### src/pin_function_consts.vh
/*
 holds register offsets, field positions, reset values and select codes
 for the pin function and drive level block; assumes a 32-bit APB slave
*/
`ifndef PIN_FUNCTION_CONSTS_VH
`define PIN_FUNCTION_CONSTS_VH

// register byte offsets
`define OFF_DRIVE_LEVEL_SELECT_0 12'h000
`define OFF_DRIVE_LEVEL_SELECT_1 12'h004
`define OFF_PORT_A_FUNCTION_SELECT_0 12'h008
`define OFF_PORT_A_FUNCTION_SELECT_1 12'h00C
`define OFF_PORT_DIRECTION_CONTROL_A 12'h010
`define OFF_PORT_DIRECTION_CONTROL_B 12'h014
`define OFF_PORT_OUTPUT_FUNCTION_SELECT_B 12'h018
`define OFF_INPUT_FUNCTION_SELECT 12'h01C

// reset values
`define RST_DRIVE_LEVEL 8'h00
`define RST_FUNCTION_SELECT 8'h00
`define RST_DIRECTION 8'hFF
`define DRIVE1_MASK 8'h3F

// pin select codes
`define SEL_00 2'b00
`define SEL_01 2'b01
`define SEL_10 2'b10
`define SEL_11 2'b11

// field positions
`define FLD_HI 7
`define FLD_MH 5
`define FLD_ML 3
`define FLD_LO 1

// peripheral output vector indices
`define PER_SDO 0
`define PER_SCS 1
`define PER_SCK 2
`define PER_SDA 3
`define PER_UART 4
`define PER_T2B 5
`define PER_T1B 6
`define PER_T0 7
`define PER_ST1B 8
`define PER_ST0B 9
`define PER_COUNT 10

`endif

### src/pin_function_drive_select.v
/*
 pin function routing and source-current selection for port A and port B,
 with an APB register slave; port B carries gpio only and its select
 registers are only stored, for other logic to use;
 assumes pins, peripherals and APB all run on
 clk_sys and that software orders select and enable writes correctly
*/
`timescale 1ns/1ns
`include "pin_function_consts.vh"

// What this block does
// - drive level applies only to push-pull outputs
// - two-bit field gives drive levels zero to three
// - first drive register fields map pin groups
// - second drive register upper bits read zero
// - output and input function select registers exist
// - pin three select codes route listed functions
// - pin two select codes route listed functions
// - pin one select codes route listed functions
// - pin zero select codes route listed functions
// - pin seven select codes route listed functions
// - pin six select codes route listed functions
// - pin five select codes route listed functions
// - pin four select codes route listed functions
// - direction one is input, zero output; reset input
module pin_function_drive_select (
    // clock and reset
    input wire clk_sys,
    input wire rst_n,
    // apb slave
    input wire psel,
    input wire penable,
    input wire pwrite,
    input wire [11:0] paddr,
    input wire [31:0] pwdata,
    output reg [31:0] prdata,
    output reg pready,
    output reg pslverr,
    // port a pins
    input wire [7:0] portAIn,
    output reg [7:0] portAOut,
    output reg [7:0] portAOe,
    output reg [15:0] portADrive,
    output reg [7:0] portAAnalog,
    // port b pins
    input wire [7:0] portBIn,
    output reg [7:0] portBOut,
    output reg [7:0] portBOe,
    output reg [15:0] portBDrive,
    // gpio data from port latches
    input wire [7:0] gpioAOut,
    input wire [7:0] gpioBOut,
    // peripheral outputs and enables
    input wire [`PER_COUNT-1:0] perOut,
    input wire [`PER_COUNT-1:0] perOe,
    // shared digital inputs
    output reg [1:0] externalInterruptInput,
    output reg [1:0] timerCaptureInput,
    output reg stdTimerClockInput,
    output reg periodicTimerClockInput,
    // selection for port b and input functions
    output reg [7:0] portOutputFunctionSelectB,
    output reg [7:0] inputFunctionSelect
);

    // software registers; drive level 1 keeps six bits
    reg [7:0] driveLevelSelect0;
    reg [5:0] driveLevelSelect1;
    reg [7:0] portAFunctionSelect0;
    reg [7:0] portAFunctionSelect1;
    reg [7:0] portDirectionA;
    reg [7:0] portDirectionB;

    // read mux and decode hit
    reg [7:0] next_rdata;
    reg addrHit;

    // routing cell select fields, two bits per pin, and results, one bit per pin
    wire [15:0] aSel;
    wire [7:0] cellOut;
    wire [7:0] cellOe;
    wire [7:0] cellGpio;
    wire [7:0] cellAnalog;

    // access phase and drive group levels
    wire accessPhase;
    wire [1:0] lvlPa30;
    wire [1:0] lvlPa74;
    wire [1:0] lvlPb30;
    wire [1:0] lvlPb764;

    // a transfer is taken only in its access phase
    assign accessPhase = psel & penable;

    // select fields packed per pin: pin n at aSel[2n+1:2n]
    assign aSel = {portAFunctionSelect1[7:6],
                   portAFunctionSelect1[5:4],
                   portAFunctionSelect1[3:2],
                   portAFunctionSelect1[1:0],
                   portAFunctionSelect0[7:6],
                   portAFunctionSelect0[5:4],
                   portAFunctionSelect0[3:2],
                   portAFunctionSelect0[1:0]};

    // drive groups from the first level register;
    // port b pin 5 is in none of them
    assign lvlPb764 = driveLevelSelect0[`FLD_HI:`FLD_HI-1];
    assign lvlPb30 = driveLevelSelect0[`FLD_MH:`FLD_MH-1];
    assign lvlPa74 = driveLevelSelect0[`FLD_ML:`FLD_ML-1];
    assign lvlPa30 = driveLevelSelect0[`FLD_LO:`FLD_LO-1];

    // one routing cell per port a pin
    // cells are pure logic, registered below
    genvar i;
    generate
        for (i = 0; i < 8; i = i + 1)
        begin : g_pin
            pin_route_cell #(.PIN(i[2:0])) u_cell (
                .sel(aSel[2*i+1:2*i]),
                .dirIn(portDirectionA[i]),
                .gpioOut(gpioAOut[i]),
                .perOut(perOut),
                .perOe(perOe),
                .pinOut(cellOut[i]),
                .pinOe(cellOe[i]),
                .gpioMode(cellGpio[i]),
                .analogMode(cellAnalog[i])
            );
        end
    endgenerate

    // address decode for reads; unmapped reads zero with an error
    // only the low byte lane carries data
    always @*
    begin
        next_rdata = 8'h00;
        addrHit = 1'b1;
        if (paddr == `OFF_DRIVE_LEVEL_SELECT_0)
        begin
            next_rdata = driveLevelSelect0;
        end
        else if (paddr == `OFF_DRIVE_LEVEL_SELECT_1)
        begin
            next_rdata = {2'b00, driveLevelSelect1};
        end
        else if (paddr == `OFF_PORT_A_FUNCTION_SELECT_0)
        begin
            next_rdata = portAFunctionSelect0;
        end
        else if (paddr == `OFF_PORT_A_FUNCTION_SELECT_1)
        begin
            next_rdata = portAFunctionSelect1;
        end
        else if (paddr == `OFF_PORT_DIRECTION_CONTROL_A)
        begin
            next_rdata = portDirectionA;
        end
        else if (paddr == `OFF_PORT_DIRECTION_CONTROL_B)
        begin
            next_rdata = portDirectionB;
        end
        else if (paddr == `OFF_PORT_OUTPUT_FUNCTION_SELECT_B)
        begin
            next_rdata = portOutputFunctionSelectB;
        end
        else if (paddr == `OFF_INPUT_FUNCTION_SELECT)
        begin
            next_rdata = inputFunctionSelect;
        end
        else
        begin
            addrHit = 1'b0;
        end
    end

    // apb: one wait state, pready pulses in the second access cycle
    // ~pready keeps a held request from completing twice
    // prdata holds until the next read
    always @(posedge clk_sys or negedge rst_n)
    begin
        if (!rst_n)
        begin
            pready <= 1'b0;
            pslverr <= 1'b0;
            prdata <= 32'h0000_0000;
        end
        else
        begin
            pready <= accessPhase & ~pready;
            pslverr <= accessPhase & ~pready & ~addrHit;
            if (accessPhase & ~pready & ~pwrite)
            begin
                prdata <= {24'h00_0000, next_rdata};
            end
        end
    end

    // register writes take effect at the edge that completes the transfer
    // unmapped writes change nothing
    // bits above a register's width are dropped
    always @(posedge clk_sys or negedge rst_n)
    begin
        if (!rst_n)
        begin
            driveLevelSelect0 <= `RST_DRIVE_LEVEL;
            driveLevelSelect1 <= 6'h00;
            portAFunctionSelect0 <= `RST_FUNCTION_SELECT;
            portAFunctionSelect1 <= `RST_FUNCTION_SELECT;
            portDirectionA <= `RST_DIRECTION;
            portDirectionB <= `RST_DIRECTION;
            portOutputFunctionSelectB <= `RST_FUNCTION_SELECT;
            inputFunctionSelect <= `RST_FUNCTION_SELECT;
        end
        else if (accessPhase & pready & pwrite)
        begin
            if (paddr == `OFF_DRIVE_LEVEL_SELECT_0)
            begin
                driveLevelSelect0 <= pwdata[7:0];
            end
            else if (paddr == `OFF_DRIVE_LEVEL_SELECT_1)
            begin
                driveLevelSelect1 <= pwdata[5:0];
            end
            else if (paddr == `OFF_PORT_A_FUNCTION_SELECT_0)
            begin
                portAFunctionSelect0 <= pwdata[7:0];
            end
            else if (paddr == `OFF_PORT_A_FUNCTION_SELECT_1)
            begin
                portAFunctionSelect1 <= pwdata[7:0];
            end
            else if (paddr == `OFF_PORT_DIRECTION_CONTROL_A)
            begin
                portDirectionA <= pwdata[7:0];
            end
            else if (paddr == `OFF_PORT_DIRECTION_CONTROL_B)
            begin
                portDirectionB <= pwdata[7:0];
            end
            else if (paddr == `OFF_PORT_OUTPUT_FUNCTION_SELECT_B)
            begin
                portOutputFunctionSelectB <= pwdata[7:0];
            end
            else if (paddr == `OFF_INPUT_FUNCTION_SELECT)
            begin
                inputFunctionSelect <= pwdata[7:0];
            end
        end
    end

    // registered pin outputs; drive level forced to 0 unless push-pull
    // output, so pad strength never changes on an input or analog pin
    integer n;
    always @(posedge clk_sys or negedge rst_n)
    begin
        if (!rst_n)
        begin
            portAOut <= 8'h00;
            portAOe <= 8'h00;
            portADrive <= 16'h0000;
            portAAnalog <= 8'h00;

            portBOut <= 8'h00;
            portBOe <= 8'h00;
            portBDrive <= 16'h0000;
        end
        else
        begin
            portAOut <= cellOut;
            portAOe <= cellOe;
            portAAnalog <= cellAnalog;

            // port b has no routing, gpio only
            portBOut <= gpioBOut;
            portBOe <= ~portDirectionB;
            for (n = 0; n < 8; n = n + 1)
            begin
                // level passes only while the pin drives push-pull
                if (!cellOe[n])
                begin
                    portADrive[2*n +: 2] <= 2'b00;
                end
                else if (n < 4)
                begin
                    // port a groups split at pin 4
                    portADrive[2*n +: 2] <= lvlPa30;
                end
                else
                begin
                    portADrive[2*n +: 2] <= lvlPa74;
                end
                if (portDirectionB[n])
                begin
                    portBDrive[2*n +: 2] <= 2'b00;
                end
                else if (n < 4)
                begin
                    portBDrive[2*n +: 2] <= lvlPb30;
                end
                else if (n == 5)
                begin
                    // pin 5 takes the second register's low field
                    portBDrive[2*n +: 2] <= driveLevelSelect1[1:0];
                end
                else
                begin
                    portBDrive[2*n +: 2] <= lvlPb764;
                end
            end
        end
    end

    // shared digital inputs see the pin whenever gpio code is selected;
    // consumers gate them with their own enables
    always @(posedge clk_sys or negedge rst_n)
    begin
        if (!rst_n)
        begin
            externalInterruptInput <= 2'b00;
            timerCaptureInput <= 2'b00;
            stdTimerClockInput <= 1'b0;
            periodicTimerClockInput <= 1'b0;
        end
        else
        begin
            // interrupt inputs
            externalInterruptInput[0] <= cellGpio[3] & portAIn[3];
            externalInterruptInput[1] <= cellGpio[1] & portAIn[1];

            // pa3 feeds interrupt 0 and capture 1 at once
            timerCaptureInput[1] <= cellGpio[3] & portAIn[3];
            timerCaptureInput[0] <= cellGpio[7] & portAIn[7];
            stdTimerClockInput <= cellGpio[5] & portAIn[5];
            periodicTimerClockInput <= cellGpio[4] & portAIn[4];
        end
    end

endmodule // pin_function_drive_select

### src/pin_route_cell.v
/*
 one port A pin: picks the drive source and enable from its 2-bit select
 code and the direction bit; assumes peripheral outputs are synchronous
*/
`timescale 1ns/1ns
`include "pin_function_consts.vh"

module pin_route_cell #(
    parameter [2:0] PIN = 3'd0
)
(
    // select and direction
    input wire [1:0] sel,
    input wire dirIn,
    input wire gpioOut,
    // peripheral outputs
    input wire [`PER_COUNT-1:0] perOut,
    input wire [`PER_COUNT-1:0] perOe,
    // pin side
    output reg pinOut,
    output reg pinOe,
    output reg gpioMode,
    output reg analogMode
);

    // combinational route per pin number
    always @*
    begin
        pinOut = gpioOut;
        pinOe = ~dirIn;
        gpioMode = 1'b0;
        analogMode = 1'b0;
        case (PIN)
            3'd3:
            begin
                if (sel == `SEL_00) gpioMode = 1'b1;
                else if (sel == `SEL_01)
                begin
                    pinOut = perOut[`PER_SDO];
                    pinOe = 1'b1;
                end
                else if (sel == `SEL_11)
                begin
                    analogMode = 1'b1;
                    pinOe = 1'b0;
                end
                else pinOe = 1'b0; // unlisted code parks the pin
            end
            3'd2:
            begin
                if (sel == `SEL_00) gpioMode = 1'b1;
                else if (sel == `SEL_01)
                begin
                    pinOut = perOut[`PER_SDA];
                    pinOe = perOe[`PER_SDA];
                end
                else if (sel == `SEL_10)
                begin
                    pinOut = perOut[`PER_UART];
                    pinOe = perOe[`PER_UART];
                end
                else
                begin
                    pinOut = perOut[`PER_T2B];
                    pinOe = 1'b1;
                end
            end
            3'd1:
            begin
                if (sel == `SEL_00) gpioMode = 1'b1;
                else if (sel == `SEL_01)
                begin
                    pinOut = perOut[`PER_SCS];
                    pinOe = perOe[`PER_SCS];
                end
                else
                begin
                    analogMode = 1'b1; // op-amp output or positive input
                    pinOe = 1'b0;
                end
            end
            3'd0:
            begin
                if (sel == `SEL_00 || sel == `SEL_11) gpioMode = 1'b1;
                else if (sel == `SEL_01)
                begin
                    pinOut = perOut[`PER_SCK];
                    pinOe = perOe[`PER_SCK];
                end
                else
                begin
                    pinOut = perOut[`PER_T1B];
                    pinOe = 1'b1;
                end
            end
            3'd7:
            begin
                if (sel == `SEL_00) gpioMode = 1'b1;
                else if (sel == `SEL_01)
                begin
                    pinOut = perOut[`PER_SCK];
                    pinOe = perOe[`PER_SCK];
                end
                else
                begin
                    analogMode = 1'b1; // analog input or reference
                    pinOe = 1'b0;
                end
            end
            3'd6:
            begin
                if (sel == `SEL_00) gpioMode = 1'b1;
                else if (sel == `SEL_01)
                begin
                    pinOut = perOut[`PER_T0];
                    pinOe = 1'b1;
                end
                else if (sel == `SEL_10)
                begin
                    pinOut = perOut[`PER_SDA];
                    pinOe = perOe[`PER_SDA];
                end
                else
                begin
                    pinOut = perOut[`PER_UART];
                    pinOe = perOe[`PER_UART];
                end
            end
            3'd5:
            begin
                if (sel == `SEL_00 || sel == `SEL_11) gpioMode = 1'b1;
                else if (sel == `SEL_01)
                begin
                    pinOut = perOut[`PER_ST1B];
                    pinOe = 1'b1;
                end
                else
                begin
                    analogMode = 1'b1;
                    pinOe = 1'b0;
                end
            end
            default:
            begin
                if (sel == `SEL_00) gpioMode = 1'b1;
                else if (sel == `SEL_01)
                begin
                    pinOut = perOut[`PER_ST0B];
                    pinOe = 1'b1;
                end
                else
                begin
                    analogMode = 1'b1; // analog input 0 or op-amp 0 output
                    pinOe = 1'b0;
                end
            end
        endcase
        if (gpioMode)
            pinOe = ~dirIn;
    end

endmodule // pin_route_cell

### config.mk
export PLATFORM = sky130hd
export DESIGN_NAME = pin_function_drive_select
export DESIGN_NICKNAME = d
export VERILOG_FILES = /design/src/pin_function_drive_select.v /design/src/pin_route_cell.v
export VERILOG_INCLUDE_DIRS = /design/src
export SDC_FILE = /design/constraint.sdc
export NUM_CORES = 1
export LEC_CHECK = 0
export BUFFER_PORTS_ARGS = -buffer_cell sky130_fd_sc_hd__buf_2
export CAP_MARGIN = 20
export CORE_MARGIN = 2
export CORE_UTILIZATION = 49
export CTS_BUF_LIST = sky130_fd_sc_hd__clkbuf_16
export CTS_CLUSTER_SIZE = 24
export DETAILED_ROUTE_END_ITERATION = 16
export HOLD_SLACK_MARGIN = 0.08
export PLACE_DENSITY = 0.9
export SLEW_MARGIN = 20
export SYNTH_ARGS = -nofsm -noshare
export SYNTH_HDL_FRONTEND = slang
export SYNTH_SLANG_ARGS = --single-unit
### constraint.sdc
create_clock -name clk_sys -period 1.7 [get_ports clk_sys]
set_clock_uncertainty 0.1 [all_clocks]
set_input_delay 0.255 -clock clk_sys [delete_from_list [all_inputs] [get_ports clk_sys]]
set_output_delay 0.255 -clock clk_sys [all_outputs]
set_load 0.005 [all_outputs]
# Yosys cells after proc, flatten, opt, wreduce, memory -nomap -nowiden
# Index checks and enable logic that the tools add are counted.
# op_classes
n_reduce_logical	19
eq_ne	20
n_mux	95
bitwise_logic	30
# op_table
op	count
1-bit two-way mux	71
8-bit two-way mux	8
12-bit by 5-bit equality test with 1-bit output (second input constant)	4
2-bit two-way mux	16
12-bit by 4-bit equality test with 1-bit output (second input constant)	2
1-bit NOT	18
2-bit by 1-bit equality test with 1-bit output (second input constant)	8
2-bit zero test	8
12-bit by 3-bit equality test with 1-bit output (second input constant)	1
12-bit zero test	1
1-bit AND	11
2-bit equality test (second input constant)	5
9-bit AND reduction	1
8-bit NOT	1
8-bit AND reduction	1
7-bit AND reduction	1
6-bit AND reduction	1
5-bit AND reduction	1
4-bit AND reduction	1
3-bit AND reduction	1
1-bit logical OR	2
2-bit AND reduction	1
# totals
in_bits	101
regBits	147

# Depth between registers and ports, before layout
# depth
ltp_word	11
ltp_mapped	7
depth_no_buf	5

# Modules after synthesis
# A second synthesis with hierarchy kept.
# hier_totals
cells_unflattened	469
area_unflattened_um2	6135.9
# by_module_without_submodules
module	n_inst	area_per_inst_um2	cells_per_inst
pin_function_drive_select	1	5740.5	412
pin_route_cell (g_pin[2].u_cell ...)	2	65.1	8
pin_route_cell (g_pin[1].u_cell ...)	2	40.0	7
pin_route_cell (g_pin[0].u_cell)	1	58.8	9
pin_route_cell (g_pin[6].u_cell)	1	55.1	6
pin_route_cell (g_pin[3].u_cell)	1	37.5	6
pin_route_cell (g_pin[4].u_cell)	1	33.8	6

# Least setup slack after synthesis
# Ideal clock, no wire load.
# synth_timing
path_kind	input to register
from	input paddr[10]
to	register inputFunctionSelect[0]
setup_time_ps	125
required_time_ps	1475
path_slack_ps	-267
cell_stages	7
n_path_buf	2
arrival_ps	1741
path_cell_list	nor4_2 -> nand3_2 -> nor3_2 -> buf_6 -> and4_4 -> buf_12 -> mux2_4
# synth_between
elab_chain_len	3
elab_cells_between_ends	16
classes_between	eq/ne: 7; bitwise: 7; reduce/logical: 2
# synth_lines
item	line	rtl
from (decl)	pin_function_drive_select.v:34	input wire [11:0] paddr,
12-bit by 5-bit equality test with 1-bit output (no source line), or another cell as far along	--	
1-bit NOT (no source line)	--	
9-bit AND reduction (no source line) *	--	
to (signal assigned)	pin_function_drive_select.v:212	inputFunctionSelect <= `RST_FUNCTION_SELECT;
to (signal assigned)	pin_function_drive_select.v:246	inputFunctionSelect <= pwdata[7:0];
to (decl)	pin_function_drive_select.v:63	output reg [7:0] inputFunctionSelect
# Every way passes the cells marked *; elsewhere a longest branch is shown, timed or not.
# A chain may end at the register's enable or synchronous reset.

# Worst setup path in the final report
# layout_timing
from	register pready
to	register inputFunctionSelect[2]
# layout_between
elab_chain_len	3
# layout_lines
item	line	rtl
from (decl)	pin_function_drive_select.v:37	output reg pready,
from (signal assigned)	pin_function_drive_select.v:189	pready <= accessPhase & ~pready;
1-bit AND (2 in series)	pin_function_drive_select.v:214	else if (accessPhase & pready & pwrite)
9-bit AND reduction (no source line)	--	
# Every way passes these cells.

==> results.yml <==
global_routing:
  antenna_found_initial: 0
  grt_usage: 0.262
  grt_max_degree: 45
  first_global_vias: 4700
  grt_pass1_wl_um: 25800
  gr-total-overflow: 0
layout:
  diodes: 0
  layout.nets: 805
  drive_above_1_share: 0.459
  fin_cells: 882
  syn2layout_area_growth_pct: 33.2
synthesis:
  synth.top_cell.area_share: 0.529
  synth.avg_cell_area_um2: 13.1
  synthFlopType: "dfrtp_1"
  ys_warn_count: 0
  synth_top_area_cell: "dfrtp_1"
  synth_cells: 471
  ys_types: 59
  synth.cell_area_um2: 6150
  synthArstFlopShare: 1.00
  synth_seq_area_share: 0.598
  synthTopCellsByCount: "dfrtp_1, mux2_2, buf_4"
  synth.most_common_cell: "dfrtp_1"
  ys_ff_latch: 146
  synthTopCellsByArea: "dfrtp_1, mux2_2, dfstp_2"
  synth_edf_count: 0
critical_path:
  endpoint_kind: "flop"
  critical_path_required_ns: 1.90
  slowest_delay_ns: 0.40
  crit_chain: "nand2_2, nor3_4, buf_6, and4_4, mux2_4"
  critPathLaunchType: "flop"
  cp_slowest_cell: "dfrtp_1"
  critPathMaxFanout: 8
  r2r_cells: 5
  path_class: "reg -> reg"
  cp_data_arrival_time_ns: 1.89
power:
  p_leak_nw: 4.09
  fin_total_pwr_w: 0.00758
  ir_worst_vdd_uv: 484
  pwr_density_cell_nw_per_um2: 926
placement:
  port_buffers: 160
  hpwl_um: 11700
  place.gp.congestion: 0.913
  placedCellCount: 814
sta:
  relSlewSlack: 0.608
  hold_viol: 0
  setup_viol_count_final: 0
  period_needed_ns: 1.69
  whs_ns: 0.117
  rsz0062_at_grt: "yes"
  finalMaxSlewViolations: 0
  clock.fmax_ghz: 0.592
  finalCritPeriodShare: 0.993
  worst_pin_slew_ns: 0.585
clocking:
  clk_latency_ns: 0.43
  cts_tree: "yes"
  cts_buffers: 17
  path_clk_slew_ns: 0.06
  cts_max_level: 4
  clkSinkCount: 146
  clock-root-buffer: "clkbuf_16"
  clockBufferDepth: 2
drt:
  dr.pass1.iters: 4
  drtAntennaViolNets: 0
  routed_wl_um: 16800
  drc: 0
  vias: 4576
  vias_per_cell: 5.19
  wl_per_cell_um: 19.0
  drt-initial-drc-count: 425
run_status:
  outcome: "finished, final reports clean"
floorplan:
  num_rows: 40
  dieWidth_um: 116
  io_pins: 229
  start_util: 0.508
  die_h_um: 116
  die-area_um2: 13500
  core_area_um2: 12100
hold_path:
  holdPathStages: 3
  hold_class: "in -> reg"
run:
  maxCapViolCount: 0
-- layout make-up --
| type | count | area (um2) |
|---|---|---|
| clock inverter | 15 | 143 |
| inverter | 18 | 67.6 |
| tap | 168 | 210 |
| fill | 886 | 3930 |
| timing repair buffer | 234 | 1460 |
| sequential | 146 | 3670 |
| clock buffer | 17 | 425 |
| multi-input combinational | 284 | 2200 |
-- repair_timing --
| item | in CTS | in global routing |
|---|---|---|
| cloned | 1 | 0 |
| resized for setup | 2 | 10 |
| hold buffers | 35 | 0 |
| pin swaps | 2 | 1 |
| buffers inserted | 0 | 0 |
| setup endpoints to repair | 17 | 64 |
| hold endpoints to repair | 136 | 0 |
-- cell families after synthesis --
family | after synthesis | share of synthesized area
DFF | 146 | 0.598
and+or+nand+nor | 109 | 0.103
muxes | 74 | 0.151
AOI/OAI and AO/OA | 71 | 0.0735
buffers and inverters | 67 | 0.0682
adders and majority gates | 3 | 0.00611
other | 1 | 0.000610
-- worst max-delay path, delay by kind of cell, from the launching register on --
kind / cells / cell delay (ns)
buf+inv: 1 / 0.16
mux: 1 / 0.32
flops: 1 / 0.40
simple gates: 3 / 0.59
-- worst paths after layout --
path,slack (ns),end,startpoint
worst min-delay path,0.12,portAFunctionSelect1[3],pwdata[3]
worst max-delay path,0.01,inputFunctionSelect[2],pready
min in group asynchronous,0.23,portBDrive[4],rst_n
worst min register to register,0.36,portBOe[2],portDirectionB[2]
worst max register to register,0.01,inputFunctionSelect[2],pready
max in group asynchronous,0.60,portBOut[4],rst_n
-- power breakdown --
part | internal (W) | switching, W
clock | 0.00214 | 0.00143
combinational | 0.000214 | 0.000267
sequential | 0.00351 | 0.0000122
-- stage by stage --
stage / worst slack [ns] / area, um2 / setup TNS [ns] / util
3_5_place_dp: -0.335 / 7220 / -16.69 / 0.596
2_1_floorplan: -0.168 / 6260 / -3.99 / -
5_1_grt: -0.0489 / 8190 / -0.622 / 0.676
3_3_place_gp: -0.302 / 7220 / -15.44 / 0.596
6_report: 0.0112 / 8190 / 0 / 0.676
4_1_cts: -0.00409 / 8150 / -0.00710 / 0.673
-- cells in the final DEF, fill, tap and decap left out, types with 4 or more instances in the layout --
cell and n:
conb_1 27, clkbuf_16 17, nor3b_1 6, buf_2 160, inv_1 20, nand3_1 5
nor2b_1 19, nor2_1 13, dfrtp_1 129, nor3_1 6, and2_1 18, mux2_4 16
mux2_2 45, o22ai_1 4, o21ai_0 24, dlygate4sd3_1 35, clkinvlp_4 4, buf_4 36
dfstp_2 16, mux2i_1 9, a21oi_1 11, nand2_1 20, mux4_2 4
-- routing by layer --
| metal | up-vias | wire, um | track usage |
|---|---|---|---|
| met3 | 29 | 1100 | 0.0659 |
| met2 | 206 | 8260 | 0.423 |
| met1 | 2299 | 7010 | 0.345 |
| li1 | 2042 | - | - |
| met4 | 0 | 420 | 0.0952 |
| met5 | - | 0 | 0 |
-- flip-flops by register name (all words and copies together), names as in the netlist, 5 cells and up --
| signal | cells |
|---|---|
| driveLevelSelect0 | 8 |
| driveLevelSelect1 | 6 |
| inputFunctionSelect | 8 |
| portAAnalog | 5 |
| portADrive | 16 |
| portAFunctionSelect0 | 8 |
| portAFunctionSelect1 | 8 |
| portAOe | 8 |
| portAOut | 8 |
| portBDrive | 16 |
| portBOe | 8 |
| portBOut | 8 |
| portDirectionA | 8 |
| portDirectionB | 8 |
| portOutputFunctionSelectB | 8 |
| prdata | 8 |
Power figures use the tool's default switching activity.
